## src/pac_defs.svh

```systemverilog
`ifndef PAC_DEFS_SVH
`define PAC_DEFS_SVH
// Register byte offsets within a quadrant (one word each)
`define PAC_REG_CTRL 4'h0
`define PAC_REG_STAT 4'h4
`define PAC_REG_FLAG 4'h8
`define PAC_REG_SWRST 4'hC
// Control word field positions
`define PAC_B_IRQ_EN 0
`define PAC_B_IRQ_POLARITY 1
`define PAC_B_BAD_POL 2
`define PAC_B_IRQ_MASK 3
`define PAC_B_LOL_EN 4
`define PAC_B_LOCK_LOSS_POLARITY 5
`define PAC_B_PIN_SEL 6
`define PAC_B_REG_SEL 7
`define PAC_B_AUTO 8
`define PAC_B_ACT_EN 9
`define PAC_B_PROG 10
`define PAC_CTRL_W 11
`define PAC_CTRL_RST 11'h000
// Status word field positions
`define PAC_S_LOCK_LOSS 0
`define PAC_S_ACTIVE 1
`define PAC_S_ALARM 2
`define PAC_S_SEL 3
`define PAC_S_RESET 4
`define PAC_STAT_W 5
// Software reset hold, in microseconds, and its count at 125 MHz
`define PAC_SWRST_US 10000
`define PAC_CLK_MHZ 125
`define PAC_SWRST_CYC (`PAC_SWRST_US * `PAC_CLK_MHZ)
`endif

```

## src/pac_pkg.sv

```systemverilog
package pac_pkg;
	// Two-signal form (output and enable) of a two-way or tri-state pin
	typedef struct packed {
		logic o;
		logic oe;
	} pac_pin_t;
	// Alarm inputs of one quadrant
	typedef struct packed {
		logic lock_loss;
		logic signal_loss_alarm1;
		logic frequency_offset_alarm1;
		logic signal_loss_alarm2;
		logic frequency_offset_alarm2;
	} pac_alarm_t;
	typedef enum logic [1:0] {PAC_IDLE, PAC_HOLD} pac_rst_state_t;
endpackage

```

## src/pac_quadrant.sv

```systemverilog
`timescale 1ns/100ps
`default_nettype none
`include "pac_defs.svh"
// Pin logic of one quadrant; all outputs are registered
module pac_quadrant (
	input wire logic sys_clk,
	input wire logic rstn,
	input wire logic qrst_n,
	input wire logic [`PAC_CTRL_W-1:0] ctrl,
	input wire pac_pkg::pac_alarm_t alarm,
	input wire logic select_pin_in,
	output pac_pkg::pac_pin_t irq_pin,
	output pac_pkg::pac_pin_t lock_loss_out,
	output pac_pkg::pac_pin_t select_or_active_pin,
	output logic clk_out_en,
	output logic [`PAC_STAT_W-1:0] status,
	output logic lock_loss_set
);
	logic in1_bad, in2_bad, bad_sel, active_r, active_nxt, sel_r, irq_act, lock_r;

	assign in1_bad = alarm.signal_loss_alarm1 | alarm.frequency_offset_alarm1;
	assign in2_bad = alarm.signal_loss_alarm2 | alarm.frequency_offset_alarm2;
	assign bad_sel = active_r ? in2_bad : in1_bad; // [RULE6]
	assign irq_act = bad_sel & ~ctrl[`PAC_B_IRQ_MASK]; // [RULE5]

	// Automatic switch; both bad keeps the last good choice
	always_comb
	begin
		active_nxt = active_r;
		if (!ctrl[`PAC_B_AUTO])
			active_nxt = sel_r;
		else if (in1_bad && !in2_bad)
			active_nxt = 1'b1;
		else if (in2_bad && !in1_bad)
			active_nxt = 1'b0; // [RULE16]
	end

	// Manual choice from pin or register
	always_ff @(posedge sys_clk or negedge rstn)
		if (!rstn)
			sel_r <= 1'b0;
		else if (!qrst_n)
			sel_r <= 1'b0; // [RULE1]
		else
			sel_r <= ctrl[`PAC_B_PIN_SEL] ? select_pin_in : ctrl[`PAC_B_REG_SEL]; // [RULE12] [RULE13]

	// Active input and lock state
	always_ff @(posedge sys_clk or negedge rstn)
		if (!rstn)
		begin
			active_r <= 1'b0;
			lock_r <= 1'b0;
		end
		else if (!qrst_n)
		begin
			active_r <= 1'b0; // [RULE1]
			lock_r <= 1'b0;
		end
		else
		begin
			active_r <= active_nxt; // [RULE15]
			lock_r <= alarm.lock_loss;
		end

	// Pin drivers and status
	always_ff @(posedge sys_clk or negedge rstn)
		if (!rstn)
		begin
			irq_pin <= '0;
			lock_loss_out <= '0;
			select_or_active_pin <= '0;
			clk_out_en <= 1'b0;
			status <= '0;
			lock_loss_set <= 1'b0;
		end
		else
		begin
			irq_pin.oe <= qrst_n & ctrl[`PAC_B_IRQ_EN]; // [RULE4] [RULE7]
			irq_pin.o <= irq_act ^ ~ctrl[`PAC_B_IRQ_POLARITY] ^ ctrl[`PAC_B_BAD_POL]; // [RULE5]
			lock_loss_out.oe <= qrst_n & ctrl[`PAC_B_LOL_EN]; // [RULE8] [RULE9]
			lock_loss_out.o <= lock_r ^ ~ctrl[`PAC_B_LOCK_LOSS_POLARITY]; // [RULE10]
			select_or_active_pin.oe <= qrst_n & ctrl[`PAC_B_AUTO] & ctrl[`PAC_B_ACT_EN]; // [RULE17] [RULE13]
			select_or_active_pin.o <= active_r; // [RULE15]
			clk_out_en <= qrst_n & ctrl[`PAC_B_PROG]; // [RULE2] [RULE3]
			status[`PAC_S_LOCK_LOSS] <= lock_r; // [RULE11]
			status[`PAC_S_ACTIVE] <= active_r; // [RULE18]
			status[`PAC_S_ALARM] <= bad_sel;
			status[`PAC_S_SEL] <= sel_r;
			status[`PAC_S_RESET] <= ~qrst_n;
			lock_loss_set <= qrst_n & lock_r; // [RULE20]
		end
endmodule
`default_nettype wire

```

## src/pac_top.sv

```systemverilog
// What the document asks of this block and of its host
// RULE1: Quadrant reset pin returns logic and configuration to defaults.
// RULE2: Clock outputs are tri-stated while reset is held.
// RULE3: No output clock until host programs the configuration.
// RULE4: Interrupt pin drives only when its enable bit is one.
// RULE5: Interrupt is maskable; asserted level follows polarity bit.
// RULE6: Interrupt reads 0 with clock present, 1 on loss or offset alarm.
// RULE7: Interrupt pin tri-states when no function is selected.
// RULE8: Enabled lock-loss pin shows 0 locked, 1 unlocked.
// RULE9: Lock-loss pin tri-states when its enable is zero.
// RULE10: Lock-loss pin asserted level follows its polarity bit.
// RULE11: Lock status always readable in a read-only bit.
// RULE12: Manual mode with pin select: pin 0 first input, 1 second.
// RULE13: Pin select zero: register bit selects, device leaves pin undriven.
// RULE14: Host holds select pin at a defined level when an input.
// RULE15: Automatic mode: pin reports active input, 0 first, 1 second.
// RULE16: Both inputs in alarm keeps the last active input shown.
// RULE17: Active input driven on pin only when its enable is one.
// RULE18: Active input always readable in a read-only bit.
// RULE19: Serial target: clock input only, data bidirectional.
// RULE20: Sticky lock-loss flag stays set until host writes zero.
// RULE21: Host waits 10 ms after software reset before accessing.
// RULE22: Each of four quadrants has its own pins and control bits.
//
// The Wishbone slave port and the placing of the registers were decided locally.
`timescale 1ns/100ps
`default_nettype none
`include "pac_defs.svh"
module pac_top #(
	parameter int NQ = 4,
	parameter int SWRST_CYC = `PAC_SWRST_CYC
) (
	input wire logic sys_clk,
	input wire logic rstn,
	input wire logic [31:0] wb_adr_i,
	input wire logic [31:0] wb_dat_i,
	output logic [31:0] wb_dat_o,
	input wire logic [3:0] wb_sel_i,
	input wire logic wb_we_i,
	input wire logic wb_cyc_i,
	input wire logic wb_stb_i,
	output logic wb_ack_o,
	input wire logic [NQ-1:0] quadrant_reset_n,
	input wire pac_pkg::pac_alarm_t [NQ-1:0] alarm,
	input wire logic [NQ-1:0] select_pin_in,
	output pac_pkg::pac_pin_t [NQ-1:0] irq_pin,
	output pac_pkg::pac_pin_t [NQ-1:0] lock_loss_out,
	output pac_pkg::pac_pin_t [NQ-1:0] select_or_active_pin,
	output logic [NQ-1:0] clk_out_en
);
	logic [NQ-1:0] rst_s1, rst_s2, sel_s1, sel_s2, lls_set, sticky_r, qrst;
	logic [`PAC_CTRL_W-1:0] ctrl_r [NQ];
	logic [`PAC_STAT_W-1:0] stat [NQ];
	pac_pkg::pac_alarm_t [NQ-1:0] al_s1, al_s2;
	logic [31:0] rst_cnt_r;
	pac_pkg::pac_rst_state_t rst_state_r;
	logic [1:0] qidx;
	logic [3:0] reg_off;
	logic hit, wr_acc;

	// Byte address: bits 5:4 quadrant, bits 3:0 register
	assign qidx = wb_adr_i[5:4];
	assign reg_off = wb_adr_i[3:0];
	assign hit = wb_cyc_i & wb_stb_i & ~wb_ack_o;
	assign wr_acc = hit & wb_we_i & wb_sel_i[0];

	// Two-stage synchronisers for pins; reset pins idle high, so no false reset follows rstn
	always_ff @(posedge sys_clk or negedge rstn)
		if (!rstn)
		begin
			rst_s1 <= '1;
			rst_s2 <= '1;
			sel_s1 <= '0;
			sel_s2 <= '0;
			al_s1 <= '0;
			al_s2 <= '0;
		end
		else
		begin
			rst_s1 <= quadrant_reset_n;
			rst_s2 <= rst_s1;
			sel_s1 <= select_pin_in; // [RULE14]
			sel_s2 <= sel_s1;
			al_s1 <= alarm;
			al_s2 <= al_s1;
		end

	// Software reset holds all quadrants for the quiet time
	always_ff @(posedge sys_clk or negedge rstn)
		if (!rstn)
		begin
			rst_state_r <= pac_pkg::PAC_IDLE;
			rst_cnt_r <= '0;
		end
		else
			case (rst_state_r)
				pac_pkg::PAC_IDLE:
					if (wr_acc && reg_off == `PAC_REG_SWRST && wb_dat_i[0])
					begin
						rst_state_r <= pac_pkg::PAC_HOLD; // [RULE21]
						rst_cnt_r <= 32'(SWRST_CYC - 1);
					end
				pac_pkg::PAC_HOLD:
					if (rst_cnt_r == '0)
						rst_state_r <= pac_pkg::PAC_IDLE;
					else
						rst_cnt_r <= rst_cnt_r - 32'h1;
				default:
					rst_state_r <= pac_pkg::PAC_IDLE;
			endcase

	// Effective per-quadrant reset: pin or software
	assign qrst = rst_s2 & {NQ{rst_state_r == pac_pkg::PAC_IDLE}};

	genvar g;
	generate
		for (g = 0; g < NQ; g++)
		begin : gq
			// Control word and sticky flag of one quadrant
			always_ff @(posedge sys_clk or negedge rstn)
				if (!rstn)
				begin
					ctrl_r[g] <= `PAC_CTRL_RST;
					sticky_r[g] <= 1'b0;
				end
				else if (!qrst[g])
				begin
					ctrl_r[g] <= `PAC_CTRL_RST; // [RULE1]
					sticky_r[g] <= 1'b0;
				end
				else
				begin
					if (wr_acc && qidx == 2'(g) && reg_off == `PAC_REG_CTRL)
						ctrl_r[g] <= wb_dat_i[`PAC_CTRL_W-1:0];
					if (lls_set[g])
						sticky_r[g] <= 1'b1; // [RULE20]
					else if (wr_acc && qidx == 2'(g) && reg_off == `PAC_REG_FLAG && !wb_dat_i[0])
						sticky_r[g] <= 1'b0;
				end

			pac_quadrant u_q (
				.sys_clk(sys_clk),
				.rstn(rstn),
				.qrst_n(qrst[g]),
				.ctrl(ctrl_r[g]),
				.alarm(al_s2[g]),
				.select_pin_in(sel_s2[g]),
				.irq_pin(irq_pin[g]),
				.lock_loss_out(lock_loss_out[g]),
				.select_or_active_pin(select_or_active_pin[g]),
				.clk_out_en(clk_out_en[g]),
				.status(stat[g]),
				.lock_loss_set(lls_set[g])
			); // [RULE22]
		end
	endgenerate

	// Single-wait-state Wishbone slave; unmapped reads return zero
	always_ff @(posedge sys_clk or negedge rstn)
		if (!rstn)
		begin
			wb_ack_o <= 1'b0;
			wb_dat_o <= '0;
		end
		else
		begin
			wb_ack_o <= hit; // [RULE19]
			wb_dat_o <= '0;
			if (hit && !wb_we_i && wb_adr_i[31:6] == '0)
				case (reg_off)
					`PAC_REG_CTRL: wb_dat_o <= 32'(ctrl_r[qidx]);
					`PAC_REG_STAT: wb_dat_o <= 32'(stat[qidx]); // [RULE11] [RULE18]
					`PAC_REG_FLAG: wb_dat_o <= 32'(sticky_r[qidx]);
					`PAC_REG_SWRST: wb_dat_o <= 32'(rst_state_r == pac_pkg::PAC_HOLD);
					default: wb_dat_o <= '0;
				endcase
		end
	// This register bus stands in for the serial target port
endmodule
`default_nettype wire

```

## config.mk

```make
export PLATFORM = sky130hd
export DESIGN_NAME = pac_top
export DESIGN_NICKNAME = d
export VERILOG_FILES = /design/src/pac_pkg.sv /design/src/pac_quadrant.sv /design/src/pac_top.sv
export VERILOG_INCLUDE_DIRS = /design/src
export SDC_FILE = /design/constraint.sdc
export NUM_CORES = 1
export LEC_CHECK = 0
export BUFFER_PORTS_ARGS = -buffer_cell sky130_fd_sc_hd__clkbuf_2
export CORE_MARGIN = 10
export CORE_UTILIZATION = 55
export CTS_CLUSTER_SIZE = 24
export DETAILED_ROUTE_END_ITERATION = 10
export GPL_TIMING_DRIVEN = 0
export PLACE_DENSITY = 0.86
export SLEW_MARGIN = 10
export SYNTH_ARGS = -nofsm -noshare
export SYNTH_HDL_FRONTEND = slang
export SYNTH_SLANG_ARGS = --single-unit
```

## constraint.sdc

```tcl
create_clock -name sys_clk -period 3.6 [get_ports sys_clk]
set_input_delay 0.72 -clock sys_clk [delete_from_list [all_inputs] [get_ports sys_clk]]
set_output_delay 0.72 -clock sys_clk [all_outputs]
set_load 0.1 [all_outputs]
```

Word level (Yosys, flattened, before mapping)
Index checks and enable logic that the tools add are counted.
{"block": "classes", "n_addsub": 1, "n_lt_le_gt_ge": 2, "n_eq_ne": 22, "muxes": 68, "bitwise_logic": 71, "reduce_logical": 46}
{"op": "11-bit 2-to-1 mux", "count": 10}
{"op": "32-bit 2-to-1 mux", "count": 3}
{"op": "32-bit one-hot mux with 2 select lines", "count": 1}
{"op": "1-bit 2-to-1 mux", "count": 45}
{"op": "11-bit one-hot mux with 4 select lines", "count": 1}
{"op": "1-bit AND", "count": 32}
{"op": "32-bit zero test", "count": 1}
{"op": "32-bit by 1-bit subtractor with 32-bit output, second input constant", "count": 1}
{"op": "1-bit logical AND", "count": 28}
{"op": "26-bit zero test", "count": 1}
{"op": "11-bit binary-select mux with 2-bit select", "count": 1}
{"op": "1-bit NOT", "count": 17}
{"op": "4-bit by 2-bit != test with 1-bit output, second input constant", "count": 4}
{"op": "3-bit by 1-bit != test with 1-bit output, second input constant", "count": 4}
{"op": "1-bit XOR", "count": 12}
{"op": "5-bit binary-select mux with 2-bit select", "count": 1}
{"op": "1-bit zero test", "count": 10}
{"op": "5-bit 2-to-1 mux", "count": 2}
{"op": "4-bit equality test, second input constant", "count": 2}
{"op": "2-bit by 1-bit != test with 1-bit output, second input constant", "count": 4}
{"op": "1-bit OR", "count": 8}
{"op": "2-bit != test, second input constant", "count": 3}
{"op": "4-bit AND", "count": 1}
{"op": "2-bit by 1-bit equality test with 1-bit output, second input constant", "count": 2}
{"op": "other kinds (13)", "count": 16}
{"block": "totals", "regBits": 235, "inputBits": 101, "output_inout_bits": 61, "elab_cells": 314}

Logic depth before layout (Yosys ltp)
{"block": "depth", "word_depth": 10, "depth_mapped": 9, "mapped_depth_nobuf": 9}

By module
From an unflattened synthesis, not the netlist that was laid out.
{"block": "unflattened", "hier_cells": 665, "hier_area_um2": 8495.6}
{"module": "pac_top", "n_inst": 1, "cells_each": 517, "area_each_um2": 6343.6, "seq_area_each_um2": 3738.6}
{"module": "pac_quadrant", "n_inst": 4, "cells_each": 37, "area_each_um2": 538.0, "seq_area_each_um2": 375.4}

Worst setup path after synthesis
OpenSTA, ideal clock, no wires.
{"block": "synth_timing", "path_type": "register -> register", "from": "register rst_cnt_r[14]", "to": "register rst_cnt_r[15]", "setup_time_ns": 0.129, "t_arrival_ns": 2.389, "required_ns": 3.471, "path_slack_ns": 1.082, "path_stages_with_launch": 8, "path_buffers": 1, "period_less_slack_ns": 2.518, "cell_sequence": "dfrtp_1 > or4_4 > or4_4 > nor4_4 > buf_6 > nand4b_1 > xor2_1 > nor2_1"}
{"block": "synth_between", "elab_chain_len": 3, "elab_cells_between_ends": 6, "classes_between": "add/sub (1); eq/ne (1); mux (2); reduce/logical (2)"}
{"item": "start, declared", "line_no": "pac_top.sv:55", "source": "logic [31:0] rst_cnt_r;"}
{"item": "start signal, assigned", "line_no": "pac_top.sv:101", "source": "rst_cnt_r <= 32'(SWRST_CYC - 1);"}
{"item": "start signal, assigned", "line_no": "pac_top.sv:107", "source": "rst_cnt_r <= rst_cnt_r - 32'h1;"}
{"item": "32-bit by 1-bit subtractor with 32-bit output / 32-bit zero test (equally long branches)", "line_no": "pac_top.sv:107, pac_top.sv:104"}
{"item": "32-bit 2-to-1 mux / 2-bit != test (equally long branches)"}
{"item": "32-bit one-hot mux with 2 select lines / 3-bit AND reduction (equally long branches)"}
Several ways; a longest one is shown, not always the timed one. The select of a mux whose other input is x is not followed.
A chain may end at the register's enable or synchronous reset.

Final worst setup path
Ends and elaborated chain as after synthesis.

==> results.cfg <==
[drt]
vias = 5939
vias_per_cell = 5.561
avgRoutedWirePerCell_um = 18.70
wl_mm = 19.98
drtPass1Iterations = 5
drc_errors = 0
ant_nets = 0
drt_iter0_markers = 492

[synthesis]
synth.avg_cell_area_um2 = 11.91
synth.distinct_cells = 49
ys_seq_area_share_pct = 62.34
synth-edff-count = 0
yosys_most_used_dff = dfrtp_1
syn_inst = 706
synth_area_mm2 = 0.008406
yosysWarnings = 0
ys_ff_latch = 209
ys_async_sr_fraction_pct = 100.0

[clocking]
cts_setup_buffers = 0
cts_root_buf = clkbuf_16
clk_latency_ps = 490
htree_levels = 1
cts-buffers-inserted = 21
clockBufferDepth = 3
cts_sinks = 209
cts_hold_buf = 0
cts_tree = built
ctsResizeCount = 0
clk_pin_slew_ps = 60

[critical_path]
slowest_delay_ps = 600
critical_path.slowest_cell = nor4_4
startpoint_type = register
worst_r2r_startpoint = rst_cnt_r[14]
end_kind = register
crit_fanout = 10
r2r_slack_ps = 760
cp_data_required_time_ps = 3970
cp-startpoint = rst_cnt_r[14]
r2r-end = rst_cnt_r[15]
cp_data_arrival_time_ps = 3210
crit_path_frequent_cell = or4_4
crit_type = register to register
rr_worst_depth = 7
worstSetupEndpoint = rst_cnt_r[15]
path_cells = or4_4, or4_4, nor4_4, buf_6, nand4b_1, xor2_1, nor2_1

[layout]
area_growth_pct = 19.28
regArea_mm2 = 0.005240
n_fill_cell = 1117
fin_util_pct = 66.44
multi_input_area_mm2 = 0.002868
diodes = 0
drive_above_1_share_pct = 25.45
final_area_mm2 = 0.01003
nNetsFinal = 971

[timing]
fmax_mhz = 352.3
hold_slack_ps = 150.6
finalSetupViolations = 0
grt_setup_unrepaired = no
finalCritPeriodShare_pct = 78.86
tightestPinTransition_ps = 1060
relSlewSlack_pct = 28.68
min_period_ps = 2839
finalClockSkew_ps = 10.33
drv_slew = 0
hold_viol = 0

[global_routing]
grt_overflow = 0
grt_antenna_before_repair = 0
gr-usage-all-layers_pct = 19.61
grt_pass1_wl_mm = 32.16
grt_max_degree = 91
grt_pass1_vias = 6240

[floorplanning]
io_pins = 162
row_count = 45
coreArea_mm2 = 0.01509
initial_core_util_pct = 55.70
die-area_mm2 = 0.02063
fp.dieH_um = 143.6
fp.dieW_um = 143.6

[pwr]
finalPower_mw = 5.357
leakagePower_nw = 4.777
p_per_area_mw_per_mm2 = 534.3
irDropWorstVdd_uv = 353.4

[place]
port_buffers = 114
place.gp.congestion = 0.8776
place_area_mm2 = 0.009350
hpwl_mm = 14.01

[run]
drv_cap = 0

[status]
outcome = finished, final reports clean

[worst_hold_path]
hold_class = primary input to async pin
-- flip-flops by register name, indices dropped and copies added, names as in the netlist, 8 cells and up --
signal	cells
wb_dat_o	11
al_s2	20
gq.u_q.status	20
gq.u_q.irq_pin	8
al_s1	20
rst_cnt_r	32
gq.u_q.lock_loss_out	8
ctrl_r	44
-- critical path, delay by kind of cell, from the launching register on --
family | cells | cell delay [ps]
flops | 1 | 420
xor+xnor | 1 | 160
simple gates | 5 | 1900
buf+inv | 1 | 230
-- synthesized netlist by cell type (2+ instances only) --
cell type | count | area, µm²
nand3_1 | 5 | 25.02
buf_4 | 29 | 217.7
clkbuf_1 | 20 | 75.07
xor2_1 | 6 | 52.55
a31oi_1 | 3 | 18.77
nor2_1 | 46 | 172.7
or3_2 | 4 | 30.03
nor3_1 | 15 | 75.07
or4_2 | 2 | 17.52
and3_1 | 11 | 68.82
dfstp_2 | 8 | 210.2
or2_2 | 7 | 43.79
nor4bb_1 | 3 | 30.03
mux2i_1 | 12 | 120.1
nor3b_1 | 2 | 15.01
nor2b_1 | 13 | 81.33
nor4_1 | 17 | 106.4
o31ai_1 | 2 | 15.01
nand4_1 | 4 | 25.02
nand3b_1 | 6 | 45.04
nand2b_1 | 4 | 25.02
a21oi_1 | 59 | 295.3
and2_1 | 23 | 143.9
or3_1 | 7 | 43.79
o21ai_0 | 9 | 45.04
mux4_2 | 18 | 405.4
nand2_1 | 102 | 382.9
or4_1 | 2 | 15.01
or4_4 | 2 | 22.52
buf_6 | 3 | 33.78
inv_1 | 10 | 37.54
nor4b_1 | 2 | 17.52
a211oi_1 | 4 | 30.03
xnor2_1 | 27 | 236.5
ha_1 | 5 | 62.56
dfrtp_1 | 201 | 5030
-- logic make-up after synthesis --
| logic type | after synthesis | share of synthesized area, % |
|---|---|---|
| mux | 30 | 6.252 |
| simple gates | 287 | 17.83 |
| buf+inv | 63 | 4.436 |
| fa+ha+maj | 5 | 0.7443 |
| compound gates | 78 | 4.912 |
| other cells | 1 | 0.04461 |
| flops | 209 | 62.34 |
| xor+xnor | 33 | 3.439 |
-- layout make-up --
class / count / area share (%)
Clock inverter: 2 / 0.1373
Multi-Input combinational cell: 454 / 28.60
Inverter: 10 / 0.3744
Clock buffer: 36 / 6.602
Timing Repair Buffer: 116 / 6.327
Buffer: 53 / 3.345
Tap cell: 188 / 2.346
Sequential cell: 209 / 52.26
-- how the worst min path moves through the flow --
stage | startpoint | to | slack [ps]
floorplan | al_s1[0] | al_s2[0] | 330
global placement | sel_s1[0] | sel_s2[0] | 330
detailed placement | sel_s1[3] | sel_s2[3] | 330
CTS | rstn | al_s2[3] | 150
global route | rstn | al_s2[3] | 170
finish | rstn | al_s2[3] | 150
-- layer usage --
metal,vias up,part of all wire [%],track usage [%]
met1,2928,39,24.80
li1,2681,-,-
met2,272,50,32.04
met4,0,3.2,7.738
met5,-,0,0
met3,58,7.2,4.587
-- stage by stage --
step	TNS [ps]	std cells	worst slack, ps
floorplan	0	726	1082
global placement	-417570	1028	-2060
detailed placement	0	1030	404.0
CTS	0	1068	801.0
global route	0	1068	587.6
finish	0	1068	761.2
-- cells in the final DEF, fill, tap and decap left out, types with 4 or more instances in the layout --
master     synthesis  final
dfrtp_1          201    201
buf_4             29     29
nand3b_1           6      6
nand4_1            4      4
xor2_1             6      6
xnor2_1           27     27
clkbuf_16          0     21
a211oi_1           4      4
conb_1             1     21
or3_2              4      4
nor2b_1           13     13
ha_1               5      5
nor4_1            17     17
and3_1            11     11
nand2b_1           4      4
mux4_2            18     18
or3_1              7      7
clkbuf_8           0      9
nor3_1            15     15
nor2_1            46     46
dfstp_2            8      8
inv_1             10     10
nand3_1            5      5
mux2i_1           12     12
a21oi_1           59     59
and2_1            23     23
clkbuf_2           0    113
nand2_1          102    102
clkbuf_1          20     27
or2_2              7      7
o21ai_0            9      9
-- power by group --
part           internal (mW)  switching, mW  total (mW)
clock network           1.25          0.860        2.11
logic                  0.242          0.433       0.675
registers               2.47          0.102        2.58
total                   3.96           1.40        5.36
Note: power is estimated with default switching activity, not from simulation.
